==> src/rtl/perf_bank_pkg.sv <==
// Register map, field positions and constants of the performance counter bank
package perf_bank_pkg;

   // Register offsets on the microprocessor port
   localparam logic [7:0] FRAME_ADDR = 8'hA0;
   localparam logic [7:0] SPARE_ADDR = 8'hA1;
   localparam logic [7:0] LEAK_ADDR = 8'hA2;
   localparam logic [7:0] CTRL_ADDR = 8'hB0;
   localparam logic [7:0] SHARED_ADDR = 8'hFF;

   localparam int N8 = 8;
   localparam int N16 = 3;

   // 8-bit counters in address order
   localparam logic [7:0] CNT8_ADDR [N8] = '{
      8'hA0, 8'hA3, 8'hA4, 8'hA5, 8'hA6, 8'hA7, 8'hA8, 8'hA9};
   // Low byte address of each 16-bit counter; high byte at +1
   localparam logic [7:0] CNT16_ADDR [N16] = '{8'hAA, 8'hAC, 8'hAE};

   // Indices into the 8-bit counter set
   localparam int C_FRAME = 0;
   localparam int C_PATH_INC = 1;
   localparam int C_PATH_DEC = 2;
   localparam int C_PATH_NDF = 3;
   localparam int C_TUG_INC = 4;
   localparam int C_TUG_DEC = 5;
   localparam int C_TUG_NDF = 6;
   localparam int C_B3_BLOCK = 7;
   // Indices into the 16-bit counter set
   localparam int C_FAR_END = 0;
   localparam int C_B3_BIT = 1;
   localparam int C_LINE_CODE = 2;

   // Control register fields
   localparam int CTRL_CLR_RD_BIT = 0;
   localparam int CTRL_RESET_BIT = 1;
   localparam int CTRL_FEBE_BLK_BIT = 2;
   localparam int CTRL_ANA_EN_BIT = 3;
   localparam int CTRL_XALM_BIT = 4;

   // Reset values
   localparam logic [7:0] CTRL_RESET_VAL = 8'h00;
   localparam logic [7:0] LEAK_RESET_VAL = 8'h00;
   localparam logic [9:0] TUG_PTR_RESET_VAL = 10'h000;

   // TUG-3 pointer values with the odd new-pointer count behaviour
   localparam logic [9:0] TUG_PTR_192 = 10'h0C0;
   localparam logic [9:0] TUG_PTR_193 = 10'h0C1;
   localparam logic [9:0] TUG_PTR_194 = 10'h0C2;
   localparam logic [9:0] TUG_PTR_195 = 10'h0C3;

   // Leak spacing with a zero rate: every other frame
   localparam logic [9:0] LEAK_MIN_FRAMES = 10'h002;

endpackage

==> src/rtl/path_performance_counter_bank.sv <==
// Performance counter bank with leak rate and shared high byte latch
`timescale 1ns/1ns
`default_nettype none
module path_performance_counter_bank
   import perf_bank_pkg::*;
(
   input wire logic sys_clk_i,
   input wire logic sys_rst_i,
   input wire logic [7:0] cpu_addr_i,
   input wire logic [7:0] cpu_wdata_i,
   input wire logic cpu_wr_i,
   input wire logic cpu_rd_i,
   input wire logic frame_i,
   input wire logic path_inc_i,
   input wire logic path_dec_i,
   input wire logic path_ndf_i,
   input wire logic tug_inc_i,
   input wire logic tug_dec_i,
   input wire logic tug_ndf_i,
   input wire logic [9:0] tug_ptr_i,
   input wire logic b3_block_err_i,
   input wire logic g1_valid_i,
   input wire logic [3:0] g1_febe_i,
   input wire logic [3:0] b3_bit_errs_i,
   input wire logic coding_violation_i,
   input wire logic prbs_error_i,
   input wire logic analyzer_out_of_lock_i,
   input wire logic drop_clock_loss_alarm_i,
   input wire logic drop_path_start_loss_alarm_i,
   input wire logic tug_loss_of_pointer_i,
   input wire logic tug_path_ais_i,
   input wire logic e1_ais_i,
   input wire logic external_status_input_i,
   input wire logic path_alarm_input_i,
   output logic [7:0] cpu_rdata_o,
   output logic fifo_leak_o
);

   typedef struct packed {
      logic [7:0] rdata;
      logic [7:0] shared_high;
      logic [7:0] leak_rate;
      logic [9:0] leak_cnt;
      logic leak_pulse;
      logic [9:0] tug_prev;
      logic clear_on_read_select;
      logic far_end_block_mode;
      logic pattern_analyzer_enable;
      logic external_alarm_select;
      logic global_counter_reset;
   } bank_state_t;

   bank_state_t st, next_st;

   logic [7:0] c8 [N8];
   logic [15:0] c16 [N16];
   logic [3:0] amt8 [N8];
   logic [3:0] amt16 [N16];
   logic rd8 [N8];
   logic wr8 [N8];
   logic rd_lo [N16];
   logic rd_hi [N16];
   logic wr_lo [N16];
   logic wr_hi [N16];
   logic drop_inhibit;
   logic lo_hit;
   logic [7:0] lo_high;
   logic [1:0] tug_ndf_amt;
   logic [9:0] leak_period;

   // Drop-side alarm gate; the line side counter is not gated
   always_comb begin
      drop_inhibit = drop_clock_loss_alarm_i
         | drop_path_start_loss_alarm_i
         | tug_loss_of_pointer_i
         | tug_path_ais_i;
      if (st.external_alarm_select) begin
         drop_inhibit = drop_inhibit | external_status_input_i
            | path_alarm_input_i;
      end else begin
         drop_inhibit = drop_inhibit | e1_ais_i;
      end
   end

   // Pointer moves 192 to 194 and 193 to 195 are not seen as new pointers; the reverse moves count as two
   always_comb begin
      tug_ndf_amt = 2'h1;
      if ((st.tug_prev == TUG_PTR_192 && tug_ptr_i == TUG_PTR_194) ||
          (st.tug_prev == TUG_PTR_193 && tug_ptr_i == TUG_PTR_195)) begin
         tug_ndf_amt = 2'h0;
      end else if ((st.tug_prev == TUG_PTR_194 &&
                    tug_ptr_i == TUG_PTR_192) ||
                   (st.tug_prev == TUG_PTR_195 &&
                    tug_ptr_i == TUG_PTR_193)) begin
         tug_ndf_amt = 2'h2;
      end
   end

   always_comb begin
      amt8[C_FRAME] = {3'h0, frame_i};
      amt8[C_PATH_INC] = {3'h0, path_inc_i};
      amt8[C_PATH_DEC] = {3'h0, path_dec_i};
      amt8[C_PATH_NDF] = {3'h0, path_ndf_i};
      amt8[C_TUG_INC] = {3'h0, tug_inc_i};
      amt8[C_TUG_DEC] = {3'h0, tug_dec_i};
      amt8[C_TUG_NDF] = tug_ndf_i ? {2'h0, tug_ndf_amt} : 4'h0;
      amt8[C_B3_BLOCK] = {3'h0, b3_block_err_i};
      amt16[C_FAR_END] = 4'h0;
      if (g1_valid_i) begin
         if (st.far_end_block_mode) begin
            amt16[C_FAR_END] = {3'h0, g1_febe_i != 4'h0};
         end else begin
            amt16[C_FAR_END] = g1_febe_i;
         end
      end
      amt16[C_B3_BIT] = b3_bit_errs_i;
      if (st.pattern_analyzer_enable) begin
         amt16[C_LINE_CODE] =
            {3'h0, prbs_error_i & ~analyzer_out_of_lock_i};
      end else begin
         amt16[C_LINE_CODE] = {3'h0, coding_violation_i};
      end
   end

   // Address decode for each counter
   always_comb begin
      lo_hit = 1'b0;
      lo_high = 8'h00;
      for (int i = 0; i < N8; i++) begin
         rd8[i] = cpu_rd_i && cpu_addr_i == CNT8_ADDR[i];
         wr8[i] = cpu_wr_i && cpu_addr_i == CNT8_ADDR[i];
      end
      for (int j = 0; j < N16; j++) begin
         rd_lo[j] = cpu_rd_i && cpu_addr_i == CNT16_ADDR[j];
         rd_hi[j] = cpu_rd_i && cpu_addr_i == CNT16_ADDR[j] + 8'h01;
         wr_lo[j] = cpu_wr_i && cpu_addr_i == CNT16_ADDR[j];
         wr_hi[j] = cpu_wr_i && cpu_addr_i == CNT16_ADDR[j] + 8'h01;
         if (rd_lo[j]) begin
            lo_hit = 1'b1;
            lo_high = c16[j][15:8];
         end
      end
   end

   generate
      for (genvar i = 0; i < N8; i++) begin : g_cnt8
         perf_counter_cell #(.W(8)) u_cell (
            .sys_clk_i(sys_clk_i),
            .sys_rst_i(sys_rst_i),
            .amount_i(amt8[i]),
            .inhibit_i(drop_inhibit),
            .saturate_i(st.clear_on_read_select),
            .hold_i(rd8[i] | wr8[i]),
            .clear_read_i(rd8[i]),
            .clear_all_i(st.global_counter_reset),
            .wr_lo_i(wr8[i]),
            .wr_hi_i(1'b0),
            .wdata_i(cpu_wdata_i),
            .count_o(c8[i])
         );
      end
      for (genvar j = 0; j < N16; j++) begin : g_cnt16
         perf_counter_cell #(.W(16)) u_cell (
            .sys_clk_i(sys_clk_i),
            .sys_rst_i(sys_rst_i),
            .amount_i(amt16[j]),
            .inhibit_i(j != C_LINE_CODE && drop_inhibit),
            .saturate_i(st.clear_on_read_select),
            .hold_i(rd_lo[j] | rd_hi[j] | wr_lo[j] | wr_hi[j]),
            .clear_read_i(rd_lo[j]),
            .clear_all_i(st.global_counter_reset),
            .wr_lo_i(wr_lo[j]),
            .wr_hi_i(wr_hi[j]),
            .wdata_i(cpu_wdata_i),
            .count_o(c16[j])
         );
      end
   endgenerate

   assign leak_period = (st.leak_rate == 8'h00) ? LEAK_MIN_FRAMES
      : {st.leak_rate, 2'h0};

   always_comb begin
      next_st = st;
      next_st.leak_pulse = 1'b0;
      // Reset request lasts exactly one cycle
      next_st.global_counter_reset = 1'b0;
      if (tug_ndf_i) begin
         next_st.tug_prev = tug_ptr_i;
      end
      if (frame_i) begin
         if (st.leak_cnt + 10'h001 >= leak_period) begin
            next_st.leak_cnt = 10'h000;
            next_st.leak_pulse = 1'b1;
         end else begin
            next_st.leak_cnt = st.leak_cnt + 10'h001;
         end
      end
      if (lo_hit) begin
         next_st.shared_high = lo_high;
      end
      if (cpu_wr_i) begin
         case (cpu_addr_i)
            LEAK_ADDR: next_st.leak_rate = cpu_wdata_i;
            CTRL_ADDR: begin
               next_st.clear_on_read_select = cpu_wdata_i[CTRL_CLR_RD_BIT];
               next_st.global_counter_reset =
                  cpu_wdata_i[CTRL_RESET_BIT];
               next_st.far_end_block_mode = cpu_wdata_i[CTRL_FEBE_BLK_BIT];
               next_st.pattern_analyzer_enable =
                  cpu_wdata_i[CTRL_ANA_EN_BIT];
               next_st.external_alarm_select = cpu_wdata_i[CTRL_XALM_BIT];
            end
            // Writes to the shared byte are dropped
            SHARED_ADDR: next_st.shared_high = st.shared_high;
            default: next_st.leak_rate = st.leak_rate;
         endcase
      end
      if (cpu_rd_i) begin
         next_st.rdata = 8'h00;
         for (int i = 0; i < N8; i++) begin
            if (rd8[i]) begin
               next_st.rdata = c8[i];
            end
         end
         for (int j = 0; j < N16; j++) begin
            if (rd_lo[j]) begin
               next_st.rdata = c16[j][7:0];
            end
            if (rd_hi[j]) begin
               next_st.rdata = c16[j][15:8];
            end
         end
         case (cpu_addr_i)
            LEAK_ADDR: next_st.rdata = st.leak_rate;
            CTRL_ADDR: begin
               next_st.rdata[CTRL_CLR_RD_BIT] = st.clear_on_read_select;
               next_st.rdata[CTRL_RESET_BIT] = st.global_counter_reset;
               next_st.rdata[CTRL_FEBE_BLK_BIT] = st.far_end_block_mode;
               next_st.rdata[CTRL_ANA_EN_BIT] = st.pattern_analyzer_enable;
               next_st.rdata[CTRL_XALM_BIT] = st.external_alarm_select;
            end
            SHARED_ADDR: next_st.rdata = st.shared_high;
            default: next_st.rdata = next_st.rdata;
         endcase
      end
   end

   always_ff @(posedge sys_clk_i) begin
      if (sys_rst_i) begin
         st <= '0;
         st.leak_rate <= LEAK_RESET_VAL;
         st.tug_prev <= TUG_PTR_RESET_VAL;
         st.clear_on_read_select <= CTRL_RESET_VAL[CTRL_CLR_RD_BIT];
         st.far_end_block_mode <= CTRL_RESET_VAL[CTRL_FEBE_BLK_BIT];
         st.pattern_analyzer_enable <= CTRL_RESET_VAL[CTRL_ANA_EN_BIT];
         st.external_alarm_select <= CTRL_RESET_VAL[CTRL_XALM_BIT];
      end else begin
         st <= next_st;
      end
   end

   assign cpu_rdata_o = st.rdata;
   assign fifo_leak_o = st.leak_pulse;

   // Helper terms for the checks below
   logic quiet_frame;
   assign quiet_frame = !st.global_counter_reset && !cpu_wr_i
      && !drop_inhibit;
endmodule
`default_nettype wire

==> src/rtl/perf_counter_cell.sv <==
// One performance counter with read hold, saturation and byte writes
`timescale 1ns/1ns
`default_nettype none
module perf_counter_cell
   import perf_bank_pkg::*;
#(
   parameter int W = 8
) (
   input wire logic sys_clk_i,
   input wire logic sys_rst_i,
   input wire logic [3:0] amount_i,
   input wire logic inhibit_i,
   input wire logic saturate_i,
   input wire logic hold_i,
   input wire logic clear_read_i,
   input wire logic clear_all_i,
   input wire logic wr_lo_i,
   input wire logic wr_hi_i,
   input wire logic [7:0] wdata_i,
   output logic [W-1:0] count_o
);

   typedef struct packed {
      logic [W-1:0] count;
      logic [4:0] pend;
   } cell_state_t;

   cell_state_t st, next_st;

   always_comb begin
      logic [3:0] add;
      logic [W:0] total;
      add = inhibit_i ? 4'h0 : amount_i;
      total = '0;
      next_st = st;
      if (clear_all_i) begin
         next_st.count = '0;
         next_st.pend = 5'h00;
      end else if (hold_i) begin
         // Events during an access wait for the next cycle without an access
         next_st.pend = st.pend + 5'(add);
         if (clear_read_i && saturate_i) begin
            next_st.count = '0;
         end
         if (wr_lo_i) begin
            next_st.count = (st.count & ~W'(8'hFF)) | W'(wdata_i);
         end
         if (wr_hi_i) begin
            next_st.count = (st.count & W'(8'hFF)) | (W'(wdata_i) << 8);
         end
      end else begin
         total = (W+1)'(st.count) + (W+1)'(st.pend) + (W+1)'(add);
         if (saturate_i && total[W]) begin
            next_st.count = '1;
         end else begin
            next_st.count = total[W-1:0];
         end
         next_st.pend = 5'h00;
      end
   end

   always_ff @(posedge sys_clk_i) begin
      if (sys_rst_i) begin
         st <= '0;
      end else begin
         st <= next_st;
      end
   end

   assign count_o = st.count;

endmodule
`default_nettype wire

==> config.mk <==
export PLATFORM = sky130hd
export DESIGN_NAME = path_performance_counter_bank
export DESIGN_NICKNAME = d
export VERILOG_FILES = /design/src/rtl/perf_bank_pkg.sv /design/src/rtl/path_performance_counter_bank.sv /design/src/rtl/perf_counter_cell.sv
export SDC_FILE = /design/constraint.sdc
export NUM_CORES = 1
export LEC_CHECK = 0
export ABC_AREA = 1
export ABC_CLOCK_PERIOD_IN_PS = 4400
export BUFFER_PORTS_ARGS = -buffer_cell sky130_fd_sc_hd__buf_4
export CORE_MARGIN = 2
export CORE_UTILIZATION = 43
export CTS_BUF_LIST = sky130_fd_sc_hd__clkbuf_4 sky130_fd_sc_hd__clkbuf_8
export CTS_CLUSTER_SIZE = 12
export DETAILED_ROUTE_END_ITERATION = 7
export PLACE_DENSITY = 0.66
export SYNTH_ARGS = -nofsm -noshare
export SYNTH_HDL_FRONTEND = slang
export SYNTH_HIERARCHICAL = 1
export SYNTH_SLANG_ARGS = --single-unit
==> constraint.sdc <==
create_clock -name sys_clk_i -period 4.4 [get_ports sys_clk_i]
set_clock_uncertainty 0.15 [all_clocks]
set_input_delay 0.44 -clock sys_clk_i [delete_from_list [all_inputs] [get_ports sys_clk_i]]
set_output_delay 0.44 -clock sys_clk_i [all_outputs]
set_load 0.02 [all_outputs]
### Word level (Yosys, flattened, before mapping)

Index checks and enable logic that the tools add are counted.

| cells by class | value |
|---|---|
| add/subtract/negate cells | 34 |
| bitwise gates (word level) | 45 |
| reduce and logical (&&, ||, !) cells | 74 |
| muxes and demuxes | 93 |
| $lt $le $gt $ge | 1 |
| equality and inequality tests | 37 |

Operators by type and width:

| cell | count |
|---|---|
| $mux W8 | 44 |
| $mux W16 | 13 |
| $eq A8 B8 Y1 const B | 17 |
| $mux W13 | 8 |
| $eq A10 B8 Y1 const B | 8 |
| $add A8 B5 Y9 | 8 |
| $add A9 B4 Y9 | 8 |
| $mux W21 | 3 |
| $logic_and A1 B1 Y1 | 54 |
| $add A16 B5 Y17 | 3 |
| $add A5 B4 Y5 | 10 |
| $or A16 B8 Y16 | 3 |
| $or A8 B16 Y16 | 3 |
| $reduce_or A3 Y1 | 12 |
| $add A17 B4 Y17 | 2 |
| $ne A3 B3 Y1 const B | 8 |
| $or A1 B1 Y1 | 23 |
| $mux W10 | 2 |
| $add A17 B1 Y17 | 1 |
| $mux W4 | 4 |
| $not A1 Y1 | 15 |
| $pmux W5 S3 | 1 |
| $mux W1 | 13 |
| $ne A4 B4 Y1 const B | 3 |
| 12 further kinds | 18 |

| word-level totals | value |
|---|---|
| logic and storage cells | 317 |
| output and inout port bits | 9 |
| bits of input ports | 57 |
| bits in registers | 217 |

### Longest topological paths before layout

Gate-level depths: netlist of the first run.

| depth | value |
|---|---|
| depth after elaboration | 17 |
| mapped depth | 22 |
| depth with buffers taken out | 22 |

### Cells and area by module

The synthesis of the first run kept the hierarchy.

By module, submodules not included:

| module | area each (um^2) | instances | cells an instance | seq. area each (um^2) |
|---|---|---|---|---|
| perf_counter_cell at g_cnt8[3].u_cell ... | 1174.9 | 5 | 170 | 260.2 |
| perf_counter_cell at g_cnt16[0].u_cell ... | 1953.1 | 3 | 295 | 420.4 |
| path_performance_counter_bank | 4025.1 | 1 | 657 | 1001.0 |
| perf_counter_cell at g_cnt8[0].u_cell ... | 1151.1 | 3 | 162 | 260.2 |

### Worst setup path after synthesis of the first run

OpenSTA, ideal clock, no wires.

| timing | value |
|---|---|
| kind | input -> register |
| start point | in drop_path_start_loss_alarm_i |
| end point | reg g_cnt16[1].u_cell.st, in the netlist g_cnt16[1].u_cell/count_o[11] |
| arrival time | 3.847 ns |
| data required time | 4.128 ns |
| library setup time | 0.122 ns |
| path buffers | 0 |
| cell stages on the path | 18 |
| slack | 0.281 ns |
| path through | nor4_1 -> nand3_1 -> nor3_1 -> inv_1 -> nand2_1 -> inv_1 -> ha_1 -> or2_2 -> ha_1 -> fa_1 -> nand2_1 -> nand2_1 -> nand3_1 -> nand2_1 -> nand3_1 -> nand3_2 -> nand2_1 -> a21oi_2 |

| between the ends | value |
|---|---|
| cells in the longest elaborated chain, start to end | 11 |

Ends and longest elaborated chain:

| element | RTL line | source |
|---|---|---|
| start, declared | path_performance_counter_bank.sv:29 | `input wire logic drop_path_start_loss_alarm_i,` |
| $or A1 B1 Y1 * | path_performance_counter_bank.sv:74 | `\| drop_path_start_loss_alarm_i` |
| $or A1 B1 Y1 * | path_performance_counter_bank.sv:75 | `\| tug_loss_of_pointer_i` |
| $or A1 B1 Y1 * | path_performance_counter_bank.sv:76 | `\| tug_path_ais_i;` |
| $or A1 B1 Y1 | path_performance_counter_bank.sv:78 | `drop_inhibit = drop_inhibit \| external_status_input_i` |
| $or A1 B1 Y1 | path_performance_counter_bank.sv:79 | `\| path_alarm_input_i;` |
| $mux W1 * | path_performance_counter_bank.sv:77 | `if (st.external_alarm_select) begin` |
| via drop_inhibit | path_performance_counter_bank.sv:65 | `logic drop_inhibit;` |
| $mux W4 * | perf_counter_cell.sv:33 | `add = inhibit_i ? 4'h0 : amount_i;` |
| $add A17 B4 Y17 * | perf_counter_cell.sv:52 | `total = (W+1)'(st.count) + (W+1)'(st.pend) + (W+1)'(add);` |
| $logic_and A1 B1 Y1 | perf_counter_cell.sv:53 | `if (saturate_i && total[W]) begin` |
| $mux W16 * | perf_counter_cell.sv:53 |  |
| $mux W21 * | perf_counter_cell.sv:39 | `end else if (hold_i) begin` |
| end signal, assigned | perf_counter_cell.sv:66 | `st <= next_st;` |
| end, declared | perf_counter_cell.sv:28 | `cell_state_t st, next_st;` |

The timed path passes the listed nets; every way through them passes the cells marked *.
A chain may end at the register's enable or synchronous reset.

==> results of run 1 <==
## through the flow
step | cell area, sq um | util | hold WS, ns
2_1_floorplan | 19380 | - | 0.2761
3_3_place_gp | 19600 | 0.4441 | 0.2917
3_5_place_dp | 19600 | 0.4441 | 0.3053
4_1_cts | 20720 | 0.4695 | 0.08351
5_1_grt | 20720 | 0.4695 | 0.1320
6_report | 20720 | 0.4695 | 0.1074
## final cells by class
cell class,count,area share
Sequential cell,217,0.2097
Timing Repair Buffer,86,0.03309
Tap cell,592,0.03575
Clock buffer,69,0.04161
Clock inverter,9,0.004892
Multi-Input combinational cell,2092,0.5846
Inverter,469,0.09040
## worst max-delay path: stages, from the launching register on
cell	delay, ns
dfxtp_1	0.44
o21ai_0	0.15
nand3_2	0.33
buf_4	0.48
nor2_1	0.18
fa_1	0.52
ha_1	0.19
inv_1	0.07
fa_1	0.45
inv_1	0.09
nand2_1	0.07
nand2_1	0.09
nand2_1	0.06
xor2_1	0.13
nand2_1	0.06
nand2_1	0.04
a21oi_1	0.12
## layer usage
layer  routed length, microns  part of all wire
met5                       32           0.00058
met1                    23610              0.43
met2                    25170              0.45
met3                     4456             0.080
met4                     2177             0.039
## registers in the layout, summed over array words and instances, names as in the netlist
register	count
g_cnt8.u_cell/count_o	64
g_cnt16.u_cell/st	15
fifo_leak_o	1
cpu_rdata_o	8
st	41
g_cnt8.u_cell/st	40
g_cnt16.u_cell/count_o	48
## how the worst max path moves through the flow
stage	endpoint	cells after the start	slack, ns
floorplan	g_cnt16[1].u_cell/count_o[11]	18	0.28
global placement	g_cnt8[7].u_cell/count_o[5]	19	0.47
detailed placement	g_cnt8[5].u_cell/count_o[5]	19	0.39
CTS	g_cnt8[6].u_cell/count_o[5]	16	0.73
global route	g_cnt16[0].u_cell/count_o[15]	20	0.42
finish	g_cnt8[6].u_cell/count_o[5]	16	0.68
## synth_stat cells (4+ instances only)
| library cell | number | area (sq um) |
|---|---|---|
| or2_2 | 14 | 87.58 |
| ha_1 | 120 | 1501 |
| o21ai_0 | 81 | 405.4 |
| inv_1 | 422 | 1584 |
| clkinv_1 | 9 | 33.78 |
| nor3b_1 | 4 | 30.03 |
| nor2_1 | 369 | 1385 |
| fa_1 | 63 | 1261 |
| nand3_2 | 34 | 340.3 |
| xnor2_1 | 7 | 61.31 |
| nand2_4 | 12 | 135.1 |
| bufinv_8 | 8 | 140.1 |
| a221oi_1 | 7 | 61.31 |
| nor4_1 | 6 | 37.54 |
| or2_1 | 4 | 25.02 |
| nand3_1 | 193 | 965.9 |
| nor2_4 | 14 | 157.7 |
| a211oi_1 | 6 | 45.04 |
| dfxtp_1 | 217 | 4344 |
| buf_6 | 5 | 56.30 |
| o21ai_1 | 11 | 55.05 |
| o21ai_2 | 16 | 140.1 |
| nand2_2 | 53 | 331.6 |
| a22o_1 | 5 | 43.79 |
| xor2_1 | 37 | 324.1 |
| buf_4 | 126 | 945.9 |
| inv_2 | 29 | 108.9 |
| or2_0 | 5 | 31.28 |
| nor2_2 | 17 | 106.4 |
| nor3_1 | 16 | 80.08 |
| a21oi_1 | 266 | 1331 |
| a21oi_2 | 31 | 271.5 |
| nand2_1 | 591 | 2218 |
| nand4_1 | 31 | 193.9 |
| clkbuf_1 | 13 | 48.80 |
| a22oi_1 | 4 | 30.03 |
## cells by family (layout without fill, tap and decap cells)
| family | count (synthesis) | in the layout |
|---|---|---|
| xor+xnor | 44 | 44 |
| fa+ha+maj | 183 | 183 |
| buf+inv | 615 | 633 |
| compound gates | 442 | 442 |
| simple gates | 1376 | 1376 |
| flops | 217 | 217 |
| other cells | 1 | 47 |
## power by group through the flow
| stage | Combinational (mW) | Clock [mW] | Sequential [mW] |
|---|---|---|---|
| floorplan | 0.249 | 0 | 2.05 |
| global placement | 0.372 | 0 | 2.07 |
| detailed placement | 0.378 | 0 | 2.07 |
| CTS | 0.392 | 2.41 | 2.02 |
| global route | 0.442 | 2.49 | 2.03 |
| finish | 0.402 | 2.35 | 2.02 |
==> results.py, run 1 <==
metrics = {
    "layout": {
        "synthToLayoutAreaGrowth_pct": 7.841,
        "layout_commonest_cell": "nand2_1",
        "n_antenna_cell": 0,
        "fin_nets": 3149,
        "drive_gt1_frac": 0.1312,
        "final_cell_mix": "nand2_1, inv_1, nor2_1",
        "multi_input_area_sq_mm": 0.01211,
        "fillers": 4572,
        "final_cells": 3534,
        "regArea_sq_mm": 0.004344,
    },
    "min_path": {
        "hold_path_end": "g_cnt16[1].u_cell/st[0]",
        "min_path_cells": 5,
        "hold_path_class": "in2reg",
        "hold_start": "b3_bit_errs_i[0]",
    },
    "global_route": {
        "grt_first_pass_wirelength_mm": 89.92,
        "antenna_found_initial": 3,
        "gr-total-overflow": 0,
        "grt-busiest-layer": "met2",
        "grt_pass1_vias": 17738,
        "grtUsageMet3": 0.04524,
        "met1_usage": 0.3056,
        "grt_max_degree": 39,
        "use_met2": 0.3960,
        "grt_use_total": 0.2393,
    },
    "pwr": {
        "power_leakage_nw": 9.801,
        "cellPowerDensity_mw_per_mm2": 230.6,
        "finalPower_mw": 4.779,
        "internal_power_mw": 3.489,
        "pwr-share-comb": 0.084,
        "power_frac_clock": 0.492,
        "power_switching_share": 0.2698,
        "power.switching_mw": 1.289,
        "ir_worst_vdd_v": 0.0001684,
        "p_seq_frac": 0.423,
    },
    "synth": {
        "yosysWarnings": 6,
        "synth-async-reset-ratio": 0,
        "synth-compound-area-share": 0.1301,
        "yosys_register_bits": 217,
        "yosys.cell_types.count": 53,
        "synth_flop_cell": "dfxtp_1",
        "postSynthAreaPerCell_sq_um": 6.676,
        "synth_top_family_by_area": "simple AND/OR/NAND/NOR gates",
        "mappedNetlistArea_sq_mm": 0.01921,
        "muxShareOfSynthArea": 0,
        "synth-simple-area-share": 0.3271,
        "synth_cells": 2878,
        "yosysSeqAreaShare": 0.2261,
        "yosys.area_share.adder": 0.1438,
        "synthXorXnorAreaFrac": 0.02006,
        "synth_edf_count": 0,
    },
    "sta": {
        "rsz0062_at_grt": "no",
        "maxSlewHeadroom": 0.2994,
        "final_hold_viol_count": 0,
        "timing.final.crit_share": 0.8460,
        "setup_viol": 0,
        "finalCriticalPeriod_ns": 3.722,
        "fmax_mhz": 268.6,
        "drv_slew": 0,
        "tightest_slew_ns": 1.047,
        "layout_setup_ws_ns": 0.6775,
        "setup_tns_ns": 0,
    },
    "place": {
        "dpl.cell_count": 3440,
        "place.gp.congestion": 0.9958,
        "hpwlAfterDp_mm": 40.75,
        "post-place-ws_ns": 0.3855,
        "port_buffers": 65,
    },
    "floorplan": {
        "fp-row-count": 77,
        "die_w_microns": 215.4,
        "die_h_microns": 215.4,
        "dieArea_sq_mm": 0.04639,
        "initial_core_util": 0.4354,
        "core_area_sq_mm": 0.04412,
        "io_pins": 66,
    },
    "clock_tree": {
        "cts_sinks": 217,
        "cts.clk_slew.worst_paths_ns": 0.06,
        "ctsResizeCount": 0,
        "clock_path_buffers": 3,
        "ctsHtreeMaxLevel": 2,
        "worstSkewPairLatency_ns": 0.63,
        "cts_tree": "built",
        "cts_root_buffer": "clkbuf_8",
        "cts_setup_buffers": 0,
        "holdBufCountCts": 16,
        "cts_buffers": 43,
    },
    "setup_path": {
        "crit_arrival_ns": 4.10,
        "cp.required_ns": 4.78,
        "reg2reg_to": "g_cnt8[6].u_cell/count_o[5]",
        "end_kind": "flip-flop",
        "crit_path_max_fanout": 32,
        "worstSetupPathType": "reg2reg",
        "startpoint": "st[1]",
        "reg2reg_depth": 16,
        "reg2reg_from": "st[1]",
        "reg2reg_slack_ns": 0.68,
        "cp-start-kind": "flip-flop",
    },
    "drt": {
        "drt-total-wl_mm": 55.45,
        "routed-via-count": 18233,
        "firstDrtPassIters": 5,
        "drt_iter0_drc": 1656,
        "ant_nets": 0,
        "drc": 0,
        "wire_per_inst_microns": 15.69,
        "via_per_inst": 5.159,
    },
    "status": {
        "outcome": "completed",
    },
    "job": {
        "cap_violations": 0,
    },
}
No activity file was read; power rests on OpenSTA's default activity.
==> run 2: changes to the inputs <==
Settings changed: ABC_AREA 1 to 0, ABC_CLOCK_PERIOD_IN_PS 4400 to 3560, PLACE_DENSITY 0.66 to 0.64.
Clock period 4.4 ns to 3.56 ns, I/O delays scaled along.
==> run 2 against run 1 <==
  * Die area decreased by 5.9%
  * Core utilization increased by 1.2 points
  * Non-clock buffer count increased by 88
  * Critical path depth decreased by 3
  * Critical endpoint unchanged
  * Largest power group unchanged
==> results.py, run 2 <==
metrics = {
    "synth": {
        "yosysSeqAreaShare": 0.2406,
        "synth_flop_cell": "dfxtp_1",
        "synth_cells": 2122,
        "synth_common_cells": "dfxtp_1, nor2_1, a21oi_1, nand2_1, buf_4",
        "yosysWarnings": 6,
        "yosys.area.top_type": "dfxtp_1",
        "yosys.cell_types.count": 102,
        "synth_edf_count": 0,
        "synth-async-reset-ratio": 0,
        "yosys_register_bits": 217,
        "yosys.area.top_type_share": 0.2406,
        "yosys-top-cells-area": "dfxtp_1, ha_1, fa_1",
        "postSynthAreaPerCell_sq_um": 8.507,
        "yosysMostFrequentCell": "dfxtp_1",
        "mappedNetlistArea_sq_mm": 0.01805,
    },
    "pwr": {
        "internal_power_mw": 4.236,
        "power_leakage_nw": 8.694,
        "pwr-share-comb": 0.095,
        "power_frac_clock": 0.474,
        "p_seq_frac": 0.431,
        "finalPower_mw": 5.837,
        "ir_worst_vdd_v": 0.0002095,
        "cellPowerDensity_mw_per_mm2": 291.1,
        "power_switching_share": 0.2743,
        "power.switching_mw": 1.601,
    },
    "layout": {
        "synthToLayoutAreaGrowth_pct": 11.07,
        "drive_gt1_frac": 0.1730,
        "final_cell_mix": "dfxtp_1, nor2_1, a21oi_1",
        "final_cells": 2765,
        "largest_reg_flops": 64,
        "final_area_sq_mm": 0.02005,
        "layout_commonest_cell": "dfxtp_1",
        "fin_nets": 2432,
    },
    "clock_tree": {
        "cts_sinks": 217,
        "cts_root_buffer": "clkbuf_8",
        "cts_tree": "built",
        "worstSkewPairLatency_ns": 0.61,
        "cts.clk_slew.worst_paths_ns": 0.07,
        "clock_path_buffers": 3,
        "ctsHtreeMaxLevel": 2,
        "cts_buffers": 44,
    },
    "sta": {
        "finalCriticalPeriod_ns": 3.414,
        "setup_viol": 0,
        "holdWs_ns": 0.05995,
        "maxSlewHeadroom": 0.4436,
        "rsz0062_at_grt": "no",
        "timing.final.crit_share": 0.9590,
        "tightest_slew_ns": 0.8345,
        "fmax_mhz": 292.9,
        "setup_tns_ns": 0,
        "final_hold_viol_count": 0,
        "drv_slew": 0,
    },
    "place": {
        "hpwlAfterDp_mm": 41.01,
        "placed_cell_area_sq_mm": 0.01871,
        "dpl.cell_count": 2654,
        "place.gp.congestion": 0.9507,
        "port_buffers": 65,
    },
    "floorplan": {
        "io_pins": 66,
        "die_h_microns": 208.9,
        "initial_core_util": 0.4333,
        "fp-row-count": 75,
        "core_area_sq_mm": 0.04167,
        "die_w_microns": 208.9,
        "dieArea_sq_mm": 0.04364,
    },
    "global_route": {
        "antenna_found_initial": 2,
        "grt_first_pass_wirelength_mm": 89.29,
        "grt_use_total": 0.2571,
        "grt_pass1_vias": 16068,
        "grt_max_degree": 63,
        "gr-total-overflow": 0,
    },
    "drt": {
        "drt_iter0_drc": 1556,
        "routed-via-count": 16434,
        "ant_nets": 0,
        "wire_per_inst_microns": 20.62,
        "firstDrtPassIters": 8,
        "drc": 0,
        "via_per_inst": 5.944,
        "drt-total-wl_mm": 57.03,
    },
    "setup_path": {
        "worstSetupPathType": "in2reg",
        "cp.required_ns": 3.92,
        "crit_path_max_fanout": 7,
        "end_kind": "flip-flop",
        "crit_arrival_ns": 3.77,
        "cp-start-kind": "input pin",
    },
    "job": {
        "cap_violations": 0,
    },
    "status": {
        "outcome": "completed",
    },
    "min_path": {
        "hold_path_class": "in2reg",
    },
}
-- run 2: cell types whose count changed after synthesis, sizes merged, moves of 32 or more --
cell | previous run | this run
and3 | 1 | 38
a21oi | 297 | 166
nand3 | 230 | 38
a21o | 3 | 39
nor2b | 0 | 54
a211oi | 6 | 38
xnor2 | 7 | 40
nor2 | 400 | 172
nand2 | 656 | 143
a22oi | 4 | 78
inv | 452 | 116
-- run 2: worst max-delay path, stage by stage --
cell	delay, ns
dlygate4sd3_1	0.55
buf_4	0.14
nor4_1	0.30
nand2_1	0.14
nor4_2	0.32
nor2b_2	0.24
fa_1	0.44
ha_1	0.21
buf_4	0.14
a211oi_2	0.21
o21ai_0	0.14
and4bb_4	0.25
o311a_1	0.34
-- run 2: per-stage QoR --
step / util / setup slack, ns
after floorplan: - / 0.04499
after global placement: 0.4491 / -0.06702
after detailed placement: 0.4491 / -0.1988
after CTS: 0.4771 / 0.03738
after global routing: 0.4812 / 0.004860
final: 0.4812 / 0.1460
-- run 2: final timing paths --
kind                                     start                            to  depth (start not counted)  slack [ns]
worst min register to register          st[31]                        st[31]                          2        0.35
worst min-delay path            cpu_wdata_i[2]                        st[28]                          3        0.06
worst max-delay path              tug_ptr_i[3]   g_cnt8[6].u_cell/count_o[5]                         13        0.15
worst max register to register           st[1]  g_cnt16[0].u_cell/count_o[9]                         13        0.22
-- run 2: cell families after synthesis --
family,synth area share
AO/OA/AOI/OAI,0.2554
XOR/XNOR,0.04561
adder cells (fa/ha/maj),0.1530
buffers and inverters,0.09897
flip-flops,0.2406
multiplexers,0.02100
other,0.0002077
AND/OR/NAND/NOR,0.1851
-- run 2: repair_timing --
item	4_1_cts	5_1_grt
resized for setup	1	15
endpoints found under the setup margin	1	23
hold buffers	24	0
pin swaps	0	3
gates cloned	0	2
hold endpoints to repair	15	0
setup buffers	0	5
-- run 2: layout make-up --
| cell class | instances | area [sq um] |
|---|---|---|
| tap | 539 | 674.4 |
| sequential | 217 | 4347 |
| antenna | 1 | 2.502 |
| timing repair buffer | 174 | 1439 |
| inverter | 117 | 439.2 |
| clock buffer | 70 | 875.8 |
| clock inverter | 9 | 50.05 |
| multi-input combinational | 1638 | 12220 |
| fill | 4066 | 21610 |
-- run 2: per-layer routing --
layer,wire length [microns],global-route usage,vias to the layer above
li1,-,-,7730
met1,24490,0.3427,7910
met2,25970,0.4186,659
met3,4520,0.04073,135
met4,2048,0.09852,0
met5,0,0,-
-- run 2: power by group through the flow --
stage               clock network, mW  logic (mW)  registers (mW)
detailed placement                  0       0.506            2.56
global route                     2.93       0.604            2.52
floorplan                           0       0.337            2.54
CTS                              2.83       0.534            2.51
finish                           2.77       0.557            2.51
global placement                    0       0.499            2.56
